<file path="config.mk">
export PLATFORM = sky130hd
export DESIGN_NAME = rsc_reset_ctrl
export DESIGN_NICKNAME = d
export VERILOG_FILES = /design/src/rsc_reset_ctrl.v
export VERILOG_INCLUDE_DIRS = /design/src
export SDC_FILE = /design/constraint.sdc
export NUM_CORES = 1
export LEC_CHECK = 0
export ABC_AREA = 1
export BUFFER_PORTS_ARGS = -buffer_cell sky130_fd_sc_hd__buf_2
export CORE_MARGIN = 10
export CORE_UTILIZATION = 35
export DETAILED_ROUTE_END_ITERATION = 8
export GPL_ROUTABILITY_DRIVEN = 0
export PLACE_DENSITY = 0.64
export SLEW_MARGIN = 10
export SYNTH_ARGS = -nofsm -noshare
export SYNTH_HDL_FRONTEND = slang
export SYNTH_SLANG_ARGS = --single-unit
</file>
<file path="constraint.sdc">
create_clock -name clk_sys_in -period 5.2 [get_ports clk_sys_in]
set_input_delay 0.78 -clock clk_sys_in [delete_from_list [all_inputs] [get_ports clk_sys_in]]
set_output_delay 0.78 -clock clk_sys_in [all_outputs]
set_load 0.02 [all_outputs]
</file>
<file path="src/rsc_regs.vh">
// Register offsets, field positions, reset values and timing counts for the reset source control block
`ifndef RSC_REGS_VH
`define RSC_REGS_VH

// ==========================================
// Register offsets (byte addresses)
`define RSC_ADDR_CAUSE 8'h00
`define RSC_ADDR_BOR_CTL 8'h04
`define RSC_ADDR_PERIPH_RST0 8'h08
`define RSC_ADDR_PERIPH_RST1 8'h0C
`define RSC_ADDR_PERIPH_RST2 8'h10
`define RSC_ADDR_CORE_CTL 8'h14
`define RSC_ADDR_WDOG_LOAD 8'h18
`define RSC_ADDR_WDOG_CTL 8'h1C
`define RSC_ADDR_WDOG_VALUE 8'h20
`define RSC_ADDR_REG_CTL 8'h24
`define RSC_ADDR_IDENT0 8'h28
`define RSC_ADDR_IDENT1 8'h2C
`define RSC_ADDR_CAP0 8'h30
`define RSC_ADDR_CAP1 8'h34
`define RSC_ADDR_CAP2 8'h38
`define RSC_ADDR_CAP3 8'h3C
`define RSC_ADDR_CAP4 8'h40

// ==========================================
// Reset-cause bit positions
`define RSC_CAUSE_EXT 0
`define RSC_CAUSE_POR 1
`define RSC_CAUSE_BOR 2
`define RSC_CAUSE_WDOG 3
`define RSC_CAUSE_SW 4

// ==========================================
// Control bit positions
`define RSC_BOR_RST_EN_BIT 1
`define RSC_SYS_REQ_BIT 2
`define RSC_WDOG_INT_EN_BIT 0
`define RSC_WDOG_RST_EN_BIT 1
`define RSC_WDOG_INT_CLR_BIT 2

// ==========================================
// Reset values
`define RSC_WDOG_LOAD_RST 32'hFFFFFFFF
`define RSC_REG_ADJ_RST 8'h00
`define RSC_PERIPH_RST_VAL 32'h00000000

// ==========================================
// Identification (arbitrary neutral values)
`define RSC_IDENT0_VAL 32'h00010000
`define RSC_IDENT1_VAL 32'h10020000
`define RSC_CAP0_VAL 32'h00070007
`define RSC_CAP1_VAL 32'h00000000
`define RSC_CAP2_VAL 32'h00000000
`define RSC_CAP3_VAL 32'h00000000
`define RSC_CAP4_VAL 32'h00000000

// ==========================================
// Timing
`define RSC_CLK_PERIOD_PS 5000
`define RSC_HOLD_TIME_NS 100
`define RSC_HOLD_CYCLES ((`RSC_HOLD_TIME_NS * 1000 + `RSC_CLK_PERIOD_PS - 1) / `RSC_CLK_PERIOD_PS)

`endif

</file>
<file path="src/rsc_reset_ctrl.v">
// Reset source control: merges reset sources, reset-cause flags, watchdog and boot fetch sequence
//
// Summary of operation
// - Reset requests come from pin, power-on, brown-out, software and watchdog.
// - Power-on resets core, peripherals and the debug test controller.
// - Pin reset resets core and peripherals, not the debug test controller.
// - Brown-out reset acts as pin reset, held while supply stays low.
// - Brown-out reset disabled after reset until software sets enable bit.
// - Brown-out raises interrupt, or reset only when enable bit set.
// - Per-peripheral soft reset bit set then cleared resets that peripheral only.
// - Soft reset bit order matches peripheral clock-gating bit order.
// - Soft reset asserts every domain reset of the selected unit.
// - System reset request resets core and peripherals, not debug controller.
// - After release core fetches stack pointer, program counter, first instruction.
// - Each reset sets its cause flag; flags stick across later resets.
// - Power-on clears all other cause flags, leaving only power-on.
// - Power-on reset waits for detector to go inactive first.
// - Watchdog first time-out raises interrupt and reloads 32-bit counter.
// - Watchdog second zero with interrupt pending and reset enabled resets system.
// - Software regulator-adjust field sets regulator target in small steps.
// - Read-only identification and capability registers report part features.
//
// Our own choices: the strobed register port and the address map.
`timescale 1ns/1ps
`include "rsc_regs.vh"

module rsc_reset_ctrl
(
    input wire clk_sys_in,
    input wire sys_rst_in,
    input wire reset_pin_n_in,
    input wire power_on_detect_in,
    input wire brown_out_detect_in,
    input wire [7:0] bus_addr_in,
    input wire [31:0] bus_wdata_in,
    input wire bus_write_in,
    input wire bus_read_in,
    input wire fetch_done_in,
    output reg [31:0] bus_rdata_out,
    output wire core_rst_out,
    output wire debug_rst_out,
    output wire [95:0] periph_rst_out,
    output wire brown_out_int_out,
    output wire wdog_int_out,
    output wire [1:0] fetch_step_out,
    output wire fetch_req_out,
    output wire core_run_out,
    output wire [7:0] regulator_adjust_out
);

    // ==========================================
    // Boot sequence states
    localparam ST_RESET = 3'h0;
    localparam ST_HOLD = 3'h1;
    localparam ST_FETCH_SP = 3'h2;
    localparam ST_FETCH_PC = 3'h3;
    localparam ST_FETCH_INSTR = 3'h4;
    localparam ST_RUN = 3'h5;
    localparam [31:0] HOLD_FULL = `RSC_HOLD_CYCLES;
    // Count fits eight bits, upper bits dropped on purpose
    localparam [7:0] HOLD_CNT = HOLD_FULL[7:0];

    // ==========================================
    // Input synchronisers (three stages, second and third agree)
    reg [2:0] pin_sync_ff;
    reg [2:0] por_sync_ff;
    reg [2:0] bor_sync_ff;
    reg pin_low_ff;
    reg por_act_ff;
    reg bor_act_ff;

    always @(posedge clk_sys_in)
    begin
        pin_sync_ff <= {pin_sync_ff[1:0], reset_pin_n_in};
        por_sync_ff <= {por_sync_ff[1:0], power_on_detect_in};
        bor_sync_ff <= {bor_sync_ff[1:0], brown_out_detect_in};
        if (pin_sync_ff[1] == pin_sync_ff[2])
        begin
            pin_low_ff <= ~pin_sync_ff[2];
        end
        if (por_sync_ff[1] == por_sync_ff[2])
        begin
            por_act_ff <= por_sync_ff[2];
        end
        if (bor_sync_ff[1] == bor_sync_ff[2])
        begin
            bor_act_ff <= bor_sync_ff[2];
        end
    end

    // ==========================================
    // Registers
    reg por_seen_ff;
    reg [4:0] cause_ff;
    reg bor_rst_en_ff;
    reg bor_int_ff;
    reg [31:0] periph_soft_ff [0:2];
    reg sys_req_ff;
    reg [31:0] wdog_load_ff;
    reg [31:0] wdog_cnt_ff;
    reg wdog_int_en_ff;
    reg wdog_rst_en_ff;
    reg wdog_int_ff;
    reg wdog_fire_ff;
    reg [7:0] reg_adj_ff;
    reg [2:0] state_ff;
    reg [7:0] hold_cnt_ff;
    reg core_rst_ff;
    reg debug_rst_ff;
    reg [95:0] periph_rst_ff;

    // Power-on is the internal POR detector, or the first cycle after sys reset
    wire por_req = por_act_ff | ~por_seen_ff;
    wire bor_req = bor_act_ff & bor_rst_en_ff;
    wire sys_rst_req = por_req | pin_low_ff | bor_req | sys_req_ff | wdog_fire_ff;

    function is_write;
        input [7:0] addr;
        begin
            is_write = bus_write_in && (bus_addr_in == addr);
        end
    endfunction

    wire wdog_clr = is_write(`RSC_ADDR_WDOG_CTL) & bus_wdata_in[`RSC_WDOG_INT_CLR_BIT];
    wire wdog_zero = (wdog_cnt_ff == 32'h00000000);

    // ==========================================
    // Cause flags and power-on bookkeeping
    always @(posedge clk_sys_in)
    begin
        if (sys_rst_in)
        begin
            por_seen_ff <= 1'b0;
            cause_ff <= 5'h00;
        end
        else
        begin
            por_seen_ff <= 1'b1;
            if (por_req)
            begin
                cause_ff <= 5'h01 << `RSC_CAUSE_POR;
            end
            else
            begin
                // sticky causes, set wins over clear
                cause_ff <= (is_write(`RSC_ADDR_CAUSE) ? (cause_ff & bus_wdata_in[4:0]) : cause_ff)
                    | {sys_req_ff, wdog_fire_ff, bor_req, 1'b0, pin_low_ff};
            end
        end
    end

    // ==========================================
    // Software-written controls
    integer i;
    always @(posedge clk_sys_in)
    begin
        if (sys_rst_in)
        begin
            bor_rst_en_ff <= 1'b0;
            bor_int_ff <= 1'b0;
            sys_req_ff <= 1'b0;
            reg_adj_ff <= `RSC_REG_ADJ_RST;
            wdog_load_ff <= `RSC_WDOG_LOAD_RST;
            wdog_int_en_ff <= 1'b0;
            wdog_rst_en_ff <= 1'b0;
            for (i = 0; i < 3; i = i + 1)
            begin
                periph_soft_ff[i] <= `RSC_PERIPH_RST_VAL;
            end
        end
        else
        begin
            // request is a one-shot, high for the one cycle after the write strobe and cleared on the next
            sys_req_ff <= is_write(`RSC_ADDR_CORE_CTL) & bus_wdata_in[`RSC_SYS_REQ_BIT];
            if (core_rst_ff)
            begin
                // enable bit cleared by any system reset
                // kept while supply low, else reset would end early
                if (!bor_act_ff)
                begin
                    bor_rst_en_ff <= 1'b0;
                end
                wdog_int_en_ff <= 1'b0;
                wdog_rst_en_ff <= 1'b0;
                for (i = 0; i < 3; i = i + 1)
                begin
                    periph_soft_ff[i] <= `RSC_PERIPH_RST_VAL;
                end
            end
            else
            begin
                if (is_write(`RSC_ADDR_BOR_CTL))
                begin
                    bor_rst_en_ff <= bus_wdata_in[`RSC_BOR_RST_EN_BIT];
                end
                if (is_write(`RSC_ADDR_WDOG_CTL))
                begin
                    wdog_int_en_ff <= bus_wdata_in[`RSC_WDOG_INT_EN_BIT];
                    wdog_rst_en_ff <= bus_wdata_in[`RSC_WDOG_RST_EN_BIT];
                end
                if (is_write(`RSC_ADDR_PERIPH_RST0))
                begin
                    periph_soft_ff[0] <= bus_wdata_in;
                end
                if (is_write(`RSC_ADDR_PERIPH_RST1))
                begin
                    periph_soft_ff[1] <= bus_wdata_in;
                end
                if (is_write(`RSC_ADDR_PERIPH_RST2))
                begin
                    periph_soft_ff[2] <= bus_wdata_in;
                end
            end
            if (is_write(`RSC_ADDR_WDOG_LOAD))
            begin
                wdog_load_ff <= bus_wdata_in;
            end
            if (is_write(`RSC_ADDR_REG_CTL))
            begin
                reg_adj_ff <= bus_wdata_in[7:0];
            end
            // interrupt when reset disabled; set wins over clear
            if (bor_act_ff & ~bor_rst_en_ff)
            begin
                bor_int_ff <= 1'b1;
            end
            else if (is_write(`RSC_ADDR_BOR_CTL) & bus_wdata_in[0])
            begin
                bor_int_ff <= 1'b0;
            end
        end
    end

    // ==========================================
    // Watchdog
    always @(posedge clk_sys_in)
    begin
        if (sys_rst_in)
        begin
            wdog_cnt_ff <= `RSC_WDOG_LOAD_RST;
            wdog_int_ff <= 1'b0;
            wdog_fire_ff <= 1'b0;
        end
        else if (core_rst_ff)
        begin
            wdog_cnt_ff <= wdog_load_ff;
            wdog_int_ff <= 1'b0;
            wdog_fire_ff <= 1'b0;
        end
        else
        begin
            wdog_fire_ff <= 1'b0;
            if (is_write(`RSC_ADDR_WDOG_LOAD))
            begin
                wdog_cnt_ff <= bus_wdata_in;
            end
            else if (wdog_int_en_ff)
            begin
                if (wdog_zero)
                begin
                    wdog_cnt_ff <= wdog_load_ff;
                end
                else
                begin
                    wdog_cnt_ff <= wdog_cnt_ff - 32'h00000001;
                end
            end
            if (wdog_int_en_ff & wdog_zero & ~is_write(`RSC_ADDR_WDOG_LOAD))
            begin
                wdog_int_ff <= 1'b1;
                if (wdog_int_ff & wdog_rst_en_ff)
                begin
                    wdog_fire_ff <= 1'b1;
                end
            end
            else if (wdog_clr)
            begin
                wdog_int_ff <= 1'b0;
            end
        end
    end

    // ==========================================
    // Reset release and boot fetch sequence
    always @(posedge clk_sys_in)
    begin
        if (sys_rst_in)
        begin
            state_ff <= ST_RESET;
            hold_cnt_ff <= 8'h00;
            core_rst_ff <= 1'b1;
            debug_rst_ff <= 1'b1;
        end
        else
        begin
            debug_rst_ff <= por_req;
            case (state_ff)
                ST_RESET:
                begin
                    core_rst_ff <= 1'b1;
                    hold_cnt_ff <= 8'h00;
                    // wait for detector inactive; held while low supply
                    if (!sys_rst_req)
                    begin
                        state_ff <= ST_HOLD;
                    end
                end
                ST_HOLD:
                begin
                    if (sys_rst_req)
                    begin
                        state_ff <= ST_RESET;
                    end
                    else if (hold_cnt_ff == HOLD_CNT - 8'h01)
                    begin
                        core_rst_ff <= 1'b0;
                        state_ff <= ST_FETCH_SP;
                    end
                    else
                    begin
                        hold_cnt_ff <= hold_cnt_ff + 8'h01;
                    end
                end
                ST_FETCH_SP:
                begin
                    if (sys_rst_req)
                    begin
                        state_ff <= ST_RESET;
                        core_rst_ff <= 1'b1;
                    end
                    else if (fetch_done_in)
                    begin
                        state_ff <= ST_FETCH_PC;
                    end
                end
                ST_FETCH_PC:
                begin
                    if (sys_rst_req)
                    begin
                        state_ff <= ST_RESET;
                        core_rst_ff <= 1'b1;
                    end
                    else if (fetch_done_in)
                    begin
                        state_ff <= ST_FETCH_INSTR;
                    end
                end
                ST_FETCH_INSTR:
                begin
                    if (sys_rst_req)
                    begin
                        state_ff <= ST_RESET;
                        core_rst_ff <= 1'b1;
                    end
                    else if (fetch_done_in)
                    begin
                        state_ff <= ST_RUN;
                    end
                end
                ST_RUN:
                begin
                    if (sys_rst_req)
                    begin
                        state_ff <= ST_RESET;
                        core_rst_ff <= 1'b1;
                    end
                end
                default:
                begin
                    state_ff <= ST_RESET;
                    core_rst_ff <= 1'b1;
                end
            endcase
        end
    end

    // ==========================================
    // Peripheral resets
    always @(posedge clk_sys_in)
    begin
        if (sys_rst_in)
        begin
            periph_rst_ff <= {96{1'b1}};
        end
        else
        begin
            // soft bit covers all unit domains
            periph_rst_ff <= {96{sys_rst_req | core_rst_ff}}
                | {periph_soft_ff[2], periph_soft_ff[1], periph_soft_ff[0]};
        end
    end

    // ==========================================
    // Register read port
    always @(posedge clk_sys_in)
    begin
        if (sys_rst_in)
        begin
            bus_rdata_out <= 32'h00000000;
        end
        else if (bus_read_in)
        begin
            case (bus_addr_in)
                `RSC_ADDR_CAUSE: bus_rdata_out <= {27'h0000000, cause_ff};
                `RSC_ADDR_BOR_CTL: bus_rdata_out <= {29'h00000000, bor_act_ff, bor_rst_en_ff, bor_int_ff};
                `RSC_ADDR_PERIPH_RST0: bus_rdata_out <= periph_soft_ff[0];
                `RSC_ADDR_PERIPH_RST1: bus_rdata_out <= periph_soft_ff[1];
                `RSC_ADDR_PERIPH_RST2: bus_rdata_out <= periph_soft_ff[2];
                `RSC_ADDR_WDOG_LOAD: bus_rdata_out <= wdog_load_ff;
                `RSC_ADDR_WDOG_CTL: bus_rdata_out <= {29'h00000000, wdog_int_ff, wdog_rst_en_ff, wdog_int_en_ff};
                `RSC_ADDR_WDOG_VALUE: bus_rdata_out <= wdog_cnt_ff;
                `RSC_ADDR_REG_CTL: bus_rdata_out <= {24'h000000, reg_adj_ff};
                `RSC_ADDR_IDENT0: bus_rdata_out <= `RSC_IDENT0_VAL;
                `RSC_ADDR_IDENT1: bus_rdata_out <= `RSC_IDENT1_VAL;
                `RSC_ADDR_CAP0: bus_rdata_out <= `RSC_CAP0_VAL;
                `RSC_ADDR_CAP1: bus_rdata_out <= `RSC_CAP1_VAL;
                `RSC_ADDR_CAP2: bus_rdata_out <= `RSC_CAP2_VAL;
                `RSC_ADDR_CAP3: bus_rdata_out <= `RSC_CAP3_VAL;
                `RSC_ADDR_CAP4: bus_rdata_out <= `RSC_CAP4_VAL;
                default: bus_rdata_out <= 32'h00000000;
            endcase
        end
    end

    assign core_rst_out = core_rst_ff;
    assign debug_rst_out = debug_rst_ff;
    assign periph_rst_out = periph_rst_ff;
    assign brown_out_int_out = bor_int_ff;
    assign wdog_int_out = wdog_int_ff;
    assign fetch_req_out = (state_ff == ST_FETCH_SP) | (state_ff == ST_FETCH_PC) | (state_ff == ST_FETCH_INSTR);
    assign fetch_step_out = (state_ff == ST_FETCH_PC) ? 2'h1 : ((state_ff == ST_FETCH_INSTR) ? 2'h2 : 2'h0);
    assign core_run_out = (state_ff == ST_RUN);
    assign regulator_adjust_out = reg_adj_ff;

endmodule // rsc_reset_ctrl

</file>
Word level (Yosys, flattened, before mapping) --
Memory sizes are Yosys's and may differ from the RTL's. Cells that the tools add are included.
Operators by class: muxes and demuxes 59, bitwise gates (word level) 30, shifts and indexed selects 0, eq/ne operators 32, reduce and logical (&&, ||, !) cells 25, order comparisons 0, $mul 0, $add $sub $neg 2, div/mod/pow operators 0
Operators with widths (count):
- $pmux 32 s12 | 1
- $mux 32 | 10
- $or 96x96->96 | 1
- $eq 8x5->1 const B | 5
- $eq 8x6->1 const B | 5
- $logic_not 32->1 | 1
- $sub 32x1->32 const B | 1
- $mux 3 | 10
- $mux 1 | 29
- $pmux 3 s6 | 1
- $eq 8x4->1 const B | 2
- $mux 8 | 2
- $pmux 8 s2 | 1
- $or 1x1->1 | 14
- $ne 3x3->1 const B | 4
- $ne 2x2->1 const B | 5
- $logic_and 1x1->1 | 9
- $add 8x1->8 const B | 1
- $and 1x1->1 | 8
- $eq 8x3->1 const B | 1
- $logic_not 8->1 | 1
- $reduce_bool 2->1 | 4
- $eq 3x2->1 const B | 2
- $eq 3x3->1 const B | 2
- 17 further kinds | 28
Storage, ports and cells: register bits 238, latch bits 0, word-level logic and storage cells 174, memories kept 1, RAM bits 96, bits in read-only memories 0, input port bits 48, output and inout bits 144
Memories:
- periph_soft_ff | depth 3, bits a word 32, rd ports 3, clocked after memory_dff 0, write ports 3, RTL line rsc_reset_ctrl.v:97 | reg [31:0] periph_soft_ff [0:2];

Depth between registers and ports, before layout --
Gate-level depths: netlist of the first run.
depth after elaboration 8, mapped depth 13, depth with buffers taken out 12

Least setup slack after synthesis of the first run --
OpenSTA, ideal clock, no wires.
path kind in2reg, from input bus_addr_in[1], to memory periph_soft_ff[2][0] (netlist: periph_soft_ff[0][64]), enable pin, stages on the path 6, data required time 4.734 ns, library setup time 0.466 ns, arrival 3.691 ns, path slack 1.043 ns, buffers on the path 1, cells stage by stage nor2_4 > nand3_2 > inv_2 > nand2_2 > buf_2 > o21ai_0
RTL lines:
- from (decl) | RTL line rsc_reset_ctrl.v:34 | input wire [7:0] bus_addr_in,
- to (decl) | RTL line rsc_reset_ctrl.v:97

Worst setup path in the final report of the first run --
from input bus_addr_in[7], to register wdog_cnt_ff[28]
On the way: cells in the longest elaborated chain, start to end 4
RTL lines:
- $eq 8x5->1 (*) | RTL line rsc_reset_ctrl.v:120 | is_write = bus_write_in && (bus_addr_in == addr);
- $logic_and 1x1->1 (*) | RTL line rsc_reset_ctrl.v:120
- $mux 32 | RTL line rsc_reset_ctrl.v:253 | if (is_write(`RSC_ADDR_WDOG_LOAD))
- $mux 32 | RTL line rsc_reset_ctrl.v:244 | else if (core_rst_ff)
- to (signal assigned) | RTL line rsc_reset_ctrl.v:246 | wdog_cnt_ff <= wdog_load_ff;
- to (signal assigned) | RTL line rsc_reset_ctrl.v:255 | wdog_cnt_ff <= bus_wdata_in;
- to (signal assigned) | RTL line rsc_reset_ctrl.v:261 | wdog_cnt_ff <= wdog_load_ff;
- to (decl) | RTL line rsc_reset_ctrl.v:100 | reg [31:0] wdog_cnt_ff;
Mark *: on every way between the ends. The rest lies on a longest branch, timed or not. A chain may end at the register's enable or synchronous reset.

==> reports/results.txt, run 1 <==
Slew margin rel. -> 25.57%
Syn Area/Cell -> 7.621 um^2
Post-DP Area -> 0.01589 mm^2
Flops & latches, synth -> 334
Placed Instances -> 2565
Routed wire per std cell -> 16.88 um
Worst VDD drop -> 0.0001973 V
Root buf cell -> clkbuf_16
Synth Area in Compound Gates -> 10.69%
Pre-CTS WS -> 1.705 ns
Max-slew violation total from the final report -> 0
DRC -> 0
Clk Latency, worst-skew pair -> 0.53 ns
HPWL after DPL -> 32490 um
Pwr/cell area -> 313.9 mW/mm^2
Post-Synth XOR/XNOR Area -> 0.9668%
Adder-cell share of the synthesized area -> 0.2590%
Die width -> 223.5 um
Area grow syn2layout -> 17.62%
Total wire length -> 44370 um
Worst setup SP type -> input pin
Layout Utilization -> 41.66%
Vias in the first global route -> 12080
Top_reg_cell synth -> dfxtp_1
GR Overflow Total -> 0
Post-CTS setup buffer count -> 0
CTS Buffer Depth -> 3
Highest fanout seen on the critical path -> 36
CP required -> 5.61 ns
Diode count -> 0
Maximum clock frequency -> 0.3332 GHz
Post-Synth Simple-Gate Area -> 24.86%
Mux contribution to synthesized area -> 0%
Die Y -> 223.5 um
Tot GR Track Use -> 16.93%
# rows -> 74
First-pass GRT wire length -> 68810 um
H-tree levels -> 2
Largest net degree at the start of global routing -> 97
Ports -> 192
Fraction of registers with async set/reset -> 0%
Post-Route Setup TNS -> 0 ns
Synthesized area -> 0.01450 mm^2
Final min period -> 3.001 ns
Nets -> 2121
Antenna violations before repair -> 1
Final Hold Vio Count -> 0
First-pass DRT Iterations -> 5
Post-CTS Hold Buffers -> 0
Starting DRT DRC Count -> 1297
Buffers on Ports -> 191
Leakage -> 7.457 nW
Finished Layout Cells -> 2629
Initial core utilization -> 35.42%
Die ar. -> 0.04995 mm^2
Post-synthesis cell type count -> 35
Cts bufs inserted -> 35
Sequential area share after synthesis -> 52.97%
Worst reg2reg path depth -> 7
Post-CTS Resized -> 0
# setup viols final -> 0
Total of warnings raised by yosys -> 0
Final Power -> 5.352 mW
Core footprint -> 0.04092 mm^2
Max-cap violation count -> 0
Worst Hold Depth -> 0
Design area -> 0.01705 mm^2
Clock slew at reported path FFs -> 0.06 ns
Main combinational cell family by area after synthesis -> simple AND/OR/NAND/NOR gates
Crit path DAT -> 3.41 ns
Clock tree from TritonCTS -> built
Final worst path period share -> 57.72%
Slew at the pin closest to its max-slew limit -> 1.115 ns
Kind of critical path -> input pin to flop
Nature of the critical path endpoint -> flop
Post-Syn Instances -> 1902
Filler instances -> 4119
Vias/cell -> 4.840
Clock Sinks -> 334
Final worst setup slack -> 2.199 ns
Post-Syn Nets -> 1953
Worst hold slack -> 0.3262 ns
Post-synth EDFFs -> 99
Vias -> 12730
Max Clock Skew -> 0.02311 ns
Layout cells sized above 1 -> 14.35%
Post-route ant nets -> 0
Hold Path Class -> flop to flop
Status -> finished clean
RSZ-0062 raised after global routing -> no
==> synth_stat cells, types with 2 or more instances <==
| master | n | share of area [%] |
|---|---|---|
| buf_4 | 9 | 0.47 |
| nand2_1 | 608 | 16 |
| xnor2_1 | 4 | 0.24 |
| nor3_1 | 8 | 0.28 |
| nand3_2 | 3 | 0.21 |
| buf_6 | 4 | 0.31 |
| nor2_2 | 9 | 0.39 |
| a21oi_1 | 75 | 2.6 |
| o21ai_1 | 12 | 0.41 |
| nand4_1 | 8 | 0.35 |
| ha_1 | 3 | 0.26 |
| nor2_4 | 5 | 0.39 |
| edfxtp_1 | 99 | 21 |
| o211ai_1 | 22 | 1.1 |
| clkinv_1 | 2 | 0.052 |
| o22ai_1 | 30 | 1.3 |
| inv_2 | 9 | 0.23 |
| nand3_1 | 81 | 2.8 |
| dfxtp_1 | 235 | 32 |
| buf_2 | 21 | 0.73 |
| o21a_1 | 2 | 0.10 |
| a211oi_1 | 9 | 0.47 |
| nand2_2 | 8 | 0.35 |
| clkbuf_1 | 36 | 0.93 |
| buf_1 | 2 | 0.052 |
| xor2_1 | 12 | 0.73 |
| inv_1 | 289 | 7.5 |
| nor2_1 | 163 | 4.2 |
| o21ai_0 | 128 | 4.4 |
==> logic make-up after synthesis <==
group                      count (synthesis)
DFF                                      334
and+or+nand+nor                          895
xor gates and xnor gates                  16
buffers and inverters                    372
adders and majority gates                  3
AOI/OAI and AO/OA                        282
==> sequential cells by signal, summed over array words and instances (netlist names), 3 cells and up <==
register,count
bor_sync_ff,3
bus_rdata_out,32
cause_ff,5
hold_cnt_ff,8
periph_rst_out,96
periph_soft_ff,96
pin_sync_ff,3
por_sync_ff,3
regulator_adjust_out,8
state_ff,3
wdog_cnt_ff,32
wdog_load_ff,32
==> critical path, stage by stage <==
cell and delay (ns):
buf_2 0.11, nor2_2 0.16, nand3_2 0.14, nor2_4 0.52, nand2_4 0.08, nand2_2 0.20, inv_2 0.23, nand2_2 0.56
buf_4 0.35, o21ai_0 0.11, inv_1 0.08, nand2_1 0.04
==> power breakdown <==
group | internal (mW) | leakage [nW] | switching (mW) | total (mW)
logic | 0.0426 | 3.76 | 0.107 | 0.150
registers | 2.68 | 3.12 | 0.0113 | 2.69
clock network | 1.47 | 0.577 | 1.04 | 2.51
==> worst paths after layout <==
kind,startpoint,endpoint,slack [ns]
max reg2reg,core_rst_out,periph_soft_ff[0][66],2.45
min,pin_sync_ff[0],pin_sync_ff[1],0.33
max,bus_addr_in[7],wdog_cnt_ff[28],2.20
min reg2reg,pin_sync_ff[0],pin_sync_ff[1],0.33
==> cell usage in the layout (no fill, tap or decap), types with 6 or more instances in the layout <==
| master | instances |
|---|---|
| nand2_2 | 8 |
| nor2_1 | 162 |
| o22ai_1 | 30 |
| xor2_1 | 12 |
| nand3_1 | 81 |
| a21oi_1 | 75 |
| buf_2 | 191 |
| a211oi_1 | 9 |
| nand4_1 | 8 |
| o21ai_1 | 12 |
| o211ai_1 | 22 |
| nor3_1 | 8 |
| clkbuf_1 | 7 |
| inv_1 | 289 |
| o21ai_0 | 125 |
| clkbuf_16 | 36 |
| inv_2 | 9 |
| nor2_4 | 6 |
| dfxtp_1 | 235 |
| nor2_2 | 9 |
| nand2_1 | 608 |
| edfxtp_1 | 99 |
| buf_4 | 11 |
==> metal layers <==
metal  routed length (um)  share of wire (%)  vias up  track usage [%]
met5                    0                  0        -                0
met4                  874                2.0        0            4.468
met3                 2933                6.6       57            2.916
met1                19090                 43     5944            21.52
li1                     -                  -     6299                -
met2                21480                 48      425            29.02
==> area by class of cell <==
| cell class | count | area (um^2) | share of cell area, % |
|---|---|---|---|
| flip-flops and latches | 334 | 7677 | 45.03 |
| multi-input cells | 1196 | 5361 | 31.45 |
| inverters | 300 | 1126 | 6.605 |
| repair buffers | 203 | 1059 | 6.209 |
| clock buffers | 50 | 1008 | 5.915 |
| well taps | 532 | 665.6 | 3.904 |
| clock inverters | 14 | 151.4 | 0.8880 |
(Power assumes the default switching activity.)
==> run 2: changes to the inputs <==
--- a/config.mk
+++ b/config.mk
@@ -12,7 +12,7 @@
 export CORE_UTILIZATION = 35
 export DETAILED_ROUTE_END_ITERATION = 8
 export GPL_ROUTABILITY_DRIVEN = 0
-export PLACE_DENSITY = 0.64
+export PLACE_DENSITY = 0.66
 export SLEW_MARGIN = 10
 export SYNTH_ARGS = -nofsm -noshare
 export SYNTH_HDL_FRONTEND = slang
==> constraint.sdc (replaced) <==
create_clock -name clk_sys_in -period 2.4 [get_ports clk_sys_in]
set_input_delay 0.36 -clock clk_sys_in [delete_from_list [all_inputs] [get_ports clk_sys_in]]
set_output_delay 0.36 -clock clk_sys_in [all_outputs]
set_load 0.02 [all_outputs]
==> run 2 against run 1 <==
Net effect:
- sequential share of layout area down 0.90 points
- global-route usage about the same
- clock power rose by 120%
- utilization grew 0.85 points
- routed wire length fell by 0.26%
- die area is the same
- combinational power rose by 120%
- final cell count up 1.2%
- non-clock buffer count increased by 32
- clock skew down 0.0013 ns
- setup slack lost 1.8 ns
==> reports/results.txt, run 2 (same netlist as run 1, synthesis figures left out) <==
Post-CTS Resized -> 0
Max-slew violation total from the final report -> 0
Slew at the pin closest to its max-slew limit -> 0.7663 ns
GR Overflow Total -> 0
Clock tree from TritonCTS -> built
Worst Hold Depth -> 3
Clock Sinks -> 334
Clk Latency, worst-skew pair -> 0.53 ns
# setup viols final -> 0
Die width -> 223.5 um
Worst r2r dst -> wdog_cnt_ff[28]
Ports -> 192
Most frequent cells in the layout -> nand2_1, inv_1, dfxtp_1, buf_2, nor2_1
Core footprint -> 0.04092 mm^2
Tot GR Track Use -> 16.91%
Filler instances -> 4078
Clock slew at reported path FFs -> 0.07 ns
CTS Buffer Depth -> 3
Slowest CP cell -> dfxtp_1
Worst VDD drop -> 0.0003816 V
Final worst path period share -> 85.23%
Post-Route Setup TNS -> 0 ns
Highest fanout seen on the critical path -> 24
First-pass DRT Iterations -> 6
Vias -> 12960
Vias in the first global route -> 12640
RSZ-0062 raised after global routing -> no
Crit path DAT -> 2.53 ns
Nets -> 2153
Initial core utilization -> 35.42%
# rows -> 74
Layout cells sized above 1 -> 15.59%
Max-cap violation count -> 0
H-tree levels -> 2
R2R Setup Slk -> 0.35 ns
HP Start -> bus_wdata_in[2]
Post-route ant nets -> 0
Maximum clock frequency -> 0.4889 GHz
Min-Delay Endpoint -> sys_req_ff
Commonest non-fill, non-tap cell in the layout -> nand2_1
Worst R2R Start -> wdog_cnt_ff[10]
CP required -> 2.88 ns
Nature of the critical path endpoint -> flop
Largest net degree at the start of global routing -> 97
Die ar. -> 0.04995 mm^2
Routed wire per std cell -> 16.63 um
Worst reg2reg path depth -> 11
Final worst setup slack -> 0.3544 ns
HPWL after DPL -> 33250 um
Pwr/cell area -> 674.6 mW/mm^2
Final min period -> 2.046 ns
Kind of critical path -> flop to flop
Root buf cell -> clkbuf_16
Leakage -> 7.657 nW
First-pass GRT wire length -> 69260 um
Cts bufs inserted -> 35
Starting DRT DRC Count -> 1212
Final Hold Vio Count -> 0
Die Y -> 223.5 um
Antenna violations before repair -> 1
Post-CTS setup buffer count -> 0
Most frequent CP cell -> nand2_1
Total wire length -> 44260 um
Diode count -> 0
Post-CTS Hold Buffers -> 3
DRC -> 0
Worst setup SP type -> flop
Crit path cell chain -> nor2_1 > nand2_2 > nor2_4 > nand2_2 > inv_2 > nand2_2 > nand3_1 > nand2_1 > nand2_1 > nand2_1 > nand2_1
Area grow syn2layout -> 20.02%
Slew margin rel. -> 48.91%
Buffers on Ports -> 191
Max Clock Skew -> 0.02180 ns
Pre-CTS WS -> 0.2636 ns
Status -> finished clean
Max stage delay on crit path -> 0.37 ns
Vias/cell -> 4.869
Hold Path Class -> input pin to flop
[run 2: layout make-up]
| class | instances | area [um^2] | share of cell area [%] |
|---|---|---|---|
| clock buffers | 49 | 1044 | 5.998 |
| clock inverters | 15 | 153.9 | 0.8846 |
| inverters | 300 | 1126 | 6.473 |
| multi-input cells | 1196 | 5361 | 30.82 |
| flip-flops and latches | 334 | 7677 | 44.13 |
| well taps | 532 | 665.6 | 3.826 |
| repair buffers | 235 | 1369 | 7.868 |
[run 2: worst max-delay path by stage]
stage,startpoint,slack [ns],depth (start not counted),to
2_1_floorplan,bus_addr_in[1],0.14,6,periph_soft_ff[0][64]
3_3_place_gp,bus_addr_in[7],0.32,12,wdog_cnt_ff[9]
3_5_place_dp,bus_addr_in[7],0.26,12,wdog_cnt_ff[13]
4_1_cts,state_ff[0],0.37,4,fetch_req_out
5_1_grt,wdog_cnt_ff[10],0.20,11,wdog_cnt_ff[11]
6_report,wdog_cnt_ff[10],0.35,11,wdog_cnt_ff[28]
[run 2: per-layer routing]
layer / GRT usage, % / vias to the layer above / routed length [um] / part of all wire, %
met5: 0 / - / 0 / 0
met4: 5.231 / 0 / 1037 / 2.3
met3: 2.707 / 65 / 3161 / 7.1
met2: 29.03 / 467 / 21190 / 48
met1: 21.31 / 6046 / 18870 / 43
li1: - / 6378 / - / -
[run 2: report_power, final]
part / internal [mW] / switching [mW]
clock network: 3.29 / 2.27
registers: 5.81 / 0.0242
logic: 0.101 / 0.236
[run 2: critical path, delay by kind of cell, from the launching register on]
kind,cells,cell delay [ns]
flip-flops,1,0.37
AND/OR/NAND/NOR,10,1.53
buffers and inverters,1,0.09
[run 2: per-stage QoR]
step	hold slack (ns)	power (mW)	cell area [um^2]	cells	util (%)
2_1_floorplan	0.3096	6.140	14510	1902	-
3_3_place_gp	0.3132	6.285	16170	2594	39.51
3_5_place_dp	0.3132	6.289	16170	2594	39.51
4_1_cts	0.1161	11.82	17400	2661	42.51
5_1_grt	0.1487	12.03	17400	2661	42.51
6_report	0.1374	11.74	17400	2661	42.51
==> run 3: changes to the inputs <==
--- a/config.mk
+++ b/config.mk
@@ -6,9 +6,8 @@
 export SDC_FILE = /design/constraint.sdc
 export NUM_CORES = 1
 export LEC_CHECK = 0
-export ABC_AREA = 1
 export BUFFER_PORTS_ARGS = -buffer_cell sky130_fd_sc_hd__buf_2
-export CORE_MARGIN = 10
+export CORE_MARGIN = 2
 export CORE_UTILIZATION = 35
 export DETAILED_ROUTE_END_ITERATION = 8
 export GPL_ROUTABILITY_DRIVEN = 0
==> run 3 against run 2 <==
Net effect:
- count of clock-buffer cells in the layout grew 3
- total power grew 2.6%
- sequential cell count is the same
- utilization grew 2.2 points
- area after synthesis shrank 6.0%
- die area shrank 19%
- sequential power is essentially flat
- clock power grew 5.6%
- setup slack lost 0.30 ns
- largest cell class unchanged
- largest power group is now clock
==> reports/results.txt, run 3 <==
Die Y -> 201.3 um
First-pass DRT Iterations -> 6
Ports -> 192
Highest fanout seen on the critical path -> 8
Post-Synth Simple-Gate Area -> 19.76%
Nature of the critical path endpoint -> flop
Sequential area share after synthesis -> 56.36%
Most frequent cells in the layout -> dfxtp_1, buf_2, nand2_1, buf_4, or3_1
Dominant cell type by area after synthesis -> dfxtp_1
Post-Synth XOR/XNOR Area -> 1.543%
CP required -> 2.87 ns
Worst VDD drop -> 0.0005321 V
Synth top area share -> 34.54%
Vias -> 11940
Kind of critical path -> flop to flop
Commonest non-fill, non-tap cell in the layout -> dfxtp_1
Die ar. -> 0.04051 mm^2
Max Clock Skew -> 0.008694 ns
Design area -> 0.01723 mm^2
First-pass GRT wire length -> 68680 um
Syn Area/Cell -> 10.15 um^2
Post-synthesis cell type count -> 78
Nets -> 1630
Post-DP Area -> 0.01579 mm^2
Final Hold Vio Count -> 0
Post-Route Setup TNS -> 0 ns
Final worst path period share -> 97.78%
Root buf cell -> clkbuf_16
Main combinational cell family by area after synthesis -> simple AND/OR/NAND/NOR gates
Mux contribution to synthesized area -> 0.8542%
Max-slew violation total from the final report -> 0
Total wire length -> 45280 um
GR Overflow Total -> 0
Max-cap violation count -> 0
Post-synth EDFFs -> 99
Synth area leaders -> dfxtp_1, edfxtp_1, or3_1
Synthesized area -> 0.01362 mm^2
Int Pwr -> 9.493 mW
Final min period -> 2.347 ns
HP Start -> bus_wdata_in[23]
Slew margin rel. -> 51.82%
HPWL after DPL -> 33280 um
Clock tree from TritonCTS -> built
Vias/cell -> 5.606
Switching fraction of total power -> 21.19%
Post-Syn Instances -> 1342
Slew at the pin closest to its max-slew limit -> 0.7228 ns
Slowest CP cell -> or4_4
Cell with the most instances after synthesis -> dfxtp_1
Hold Path Class -> input pin to flop
Buffers on Ports -> 191
Sequential power share -> 48.3%
Fraction of registers with async set/reset -> 0%
Top_reg_cell synth -> dfxtp_1
Starting DRT DRC Count -> 1559
Total of warnings raised by yosys -> 0
Routed wire per std cell -> 21.26 um
Clock slew at reported path FFs -> 0.06 ns
# rows -> 72
Pwr/cell area -> 699.1 mW/mm^2
Psw -> 2.553 mW
# setup viols final -> 0
Crit path DAT -> 2.81 ns
Maximum clock frequency -> 0.4261 GHz
Clk network pwr share -> 48.7%
Largest net degree at the start of global routing -> 97
Status -> finished clean
CTS Buffer Depth -> 3
Worst reg2reg path depth -> 8
Antenna violations before repair -> 6
RSZ-0062 raised after global routing -> yes
Min-Delay Endpoint -> wdog_load_ff[23]
Max stage delay on crit path -> 0.56 ns
Post-route ant nets -> 0
Clock Sinks -> 334
Crit path cell chain -> or4_4 > nor4_4 > buf_4 > nand4_1 > buf_4 > clkbuf_16 > a211oi_2 > o32a_1
DRC -> 0
Area grow syn2layout -> 26.50%
Flops & latches, synth -> 334
Initial core utilization -> 35.33%
R2R Setup Slk -> 0.05 ns
Worst R2R Start -> wdog_cnt_ff[25]
Adder-cell share of the synthesized area -> 0.3490%
Vias in the first global route -> 11290
Most frequent cells after synthesis -> dfxtp_1, nand2_1, or3_1
Layout cells sized above 1 -> 26.04%
Tot GR Track Use -> 21.70%
Leakage -> 6.454 nW
Comb power frac -> 3.0%
Most frequent CP cell -> buf_4
Core footprint -> 0.03856 mm^2
Die width -> 201.3 um
Post-Syn Nets -> 1393
Filler instances -> 3619
Worst setup SP type -> flop
Clk Latency, worst-skew pair -> 0.52 ns
Worst r2r dst -> wdog_cnt_ff[6]
H-tree levels -> 2
Cts bufs inserted -> 36
Worst Hold Depth -> 3
Synth Area in Compound Gates -> 17.15%
Layout Utilization -> 44.69%
run 3: changes by cell type in the layout (fill, tap and decap cells not counted), moves of 55 or more:
cell,previous run,this run
o21ai_0,125,48
nand3_1,81,26
buf_4,35,102
or3_1,0,101
nor2_1,162,93
nand2_1,608,109
inv_1,289,17
run 3: cell families (layout without fill, tap and decap cells):
| group | count (synthesis) | after routing |
|---|---|---|
| compound gates | 339 | 339 |
| flops | 334 | 334 |
| fa+ha+maj | 4 | 4 |
| mux | 10 | 10 |
| simple gates | 501 | 501 |
| buf+inv | 130 | 393 |
| xor+xnor | 24 | 24 |
| other cells | 0 | 7 |
run 3: worst max-delay path by stage:
stage                    startpoint                    to  slack [ns]
floorplan            bus_addr_in[4]  periph_soft_ff[0][0]       0.007
global placement     bus_addr_in[5]       wdog_cnt_ff[20]        -0.1
detailed placement   bus_addr_in[5]       wdog_cnt_ff[20]       -0.14
CTS                 wdog_cnt_ff[26]       wdog_cnt_ff[11]        0.13
global route        wdog_cnt_ff[25]        wdog_cnt_ff[4]       -0.04
finish              wdog_cnt_ff[25]        wdog_cnt_ff[6]        0.05
run 3: power groups by stage:
stage / registers, mW / clock network (mW) / logic [mW]
2_1_floorplan: 5.94 / 0 / 0.161
3_3_place_gp: 5.94 / 0 / 0.339
3_5_place_dp: 5.94 / 0 / 0.343
4_1_cts: 5.82 / 5.93 / 0.348
5_1_grt: 5.82 / 6.15 / 0.376
6_report: 5.82 / 5.87 / 0.356
run 3: final cells by class:
class / instances / area, um^2 / share of cell area, %
flip-flops and latches: 334 / 7679 / 44.56
multi-input cells: 878 / 5500 / 31.92
repair buffers: 310 / 2042 / 11.85
clock buffers: 52 / 1154 / 6.695
well taps: 518 / 648.1 / 3.761
clock inverters: 12 / 120.1 / 0.6971
inverters: 19 / 71.32 / 0.4139
diodes: 7 / 17.52 / 0.1017
run 3: repair_timing:
action / 4_1_cts / 5_1_grt
hold buffers: 3 / 0
setup buffers: 0 / 3
gates resized for setup: 0 / 15
setup endpoints to repair: 0 / 5
hold endpoints to repair: 3 / 0
run 3: per-layer routing:
layer / vias up / part of all wire [%] / GRT usage [%]
li1: 5441 / - / -
met1: 5714 / 42 / 30.00
met2: 682 / 45 / 33.38
met3: 103 / 10 / 4.989
met4: 0 / 2.9 / 7.642
met5: - / 0 / 0
run 3: per-stage QoR:
stage / instances / power (mW) / hold slack, ns / setup slack, ns
floorplan: 1342 / 6.100 / 0.3096 / 0.006803
global placement: 2051 / 6.282 / 0.3186 / -0.09903
detailed placement: 2051 / 6.287 / 0.3147 / -0.1380
CTS: 2118 / 12.10 / 0.09493 / 0.1299
global route: 2125 / 12.35 / 0.09171 / -0.04490
finish: 2130 / 12.05 / 0.09953 / 0.05327
run 3: critical path, delay by kind of cell (launching register included):
kind | cells | cell delay [ns]
and+or+nand+nor | 3 | 1.01
buffers and inverters | 3 | 0.57
DFF | 1 | 0.33
AOI/OAI and AO/OA | 2 | 0.37
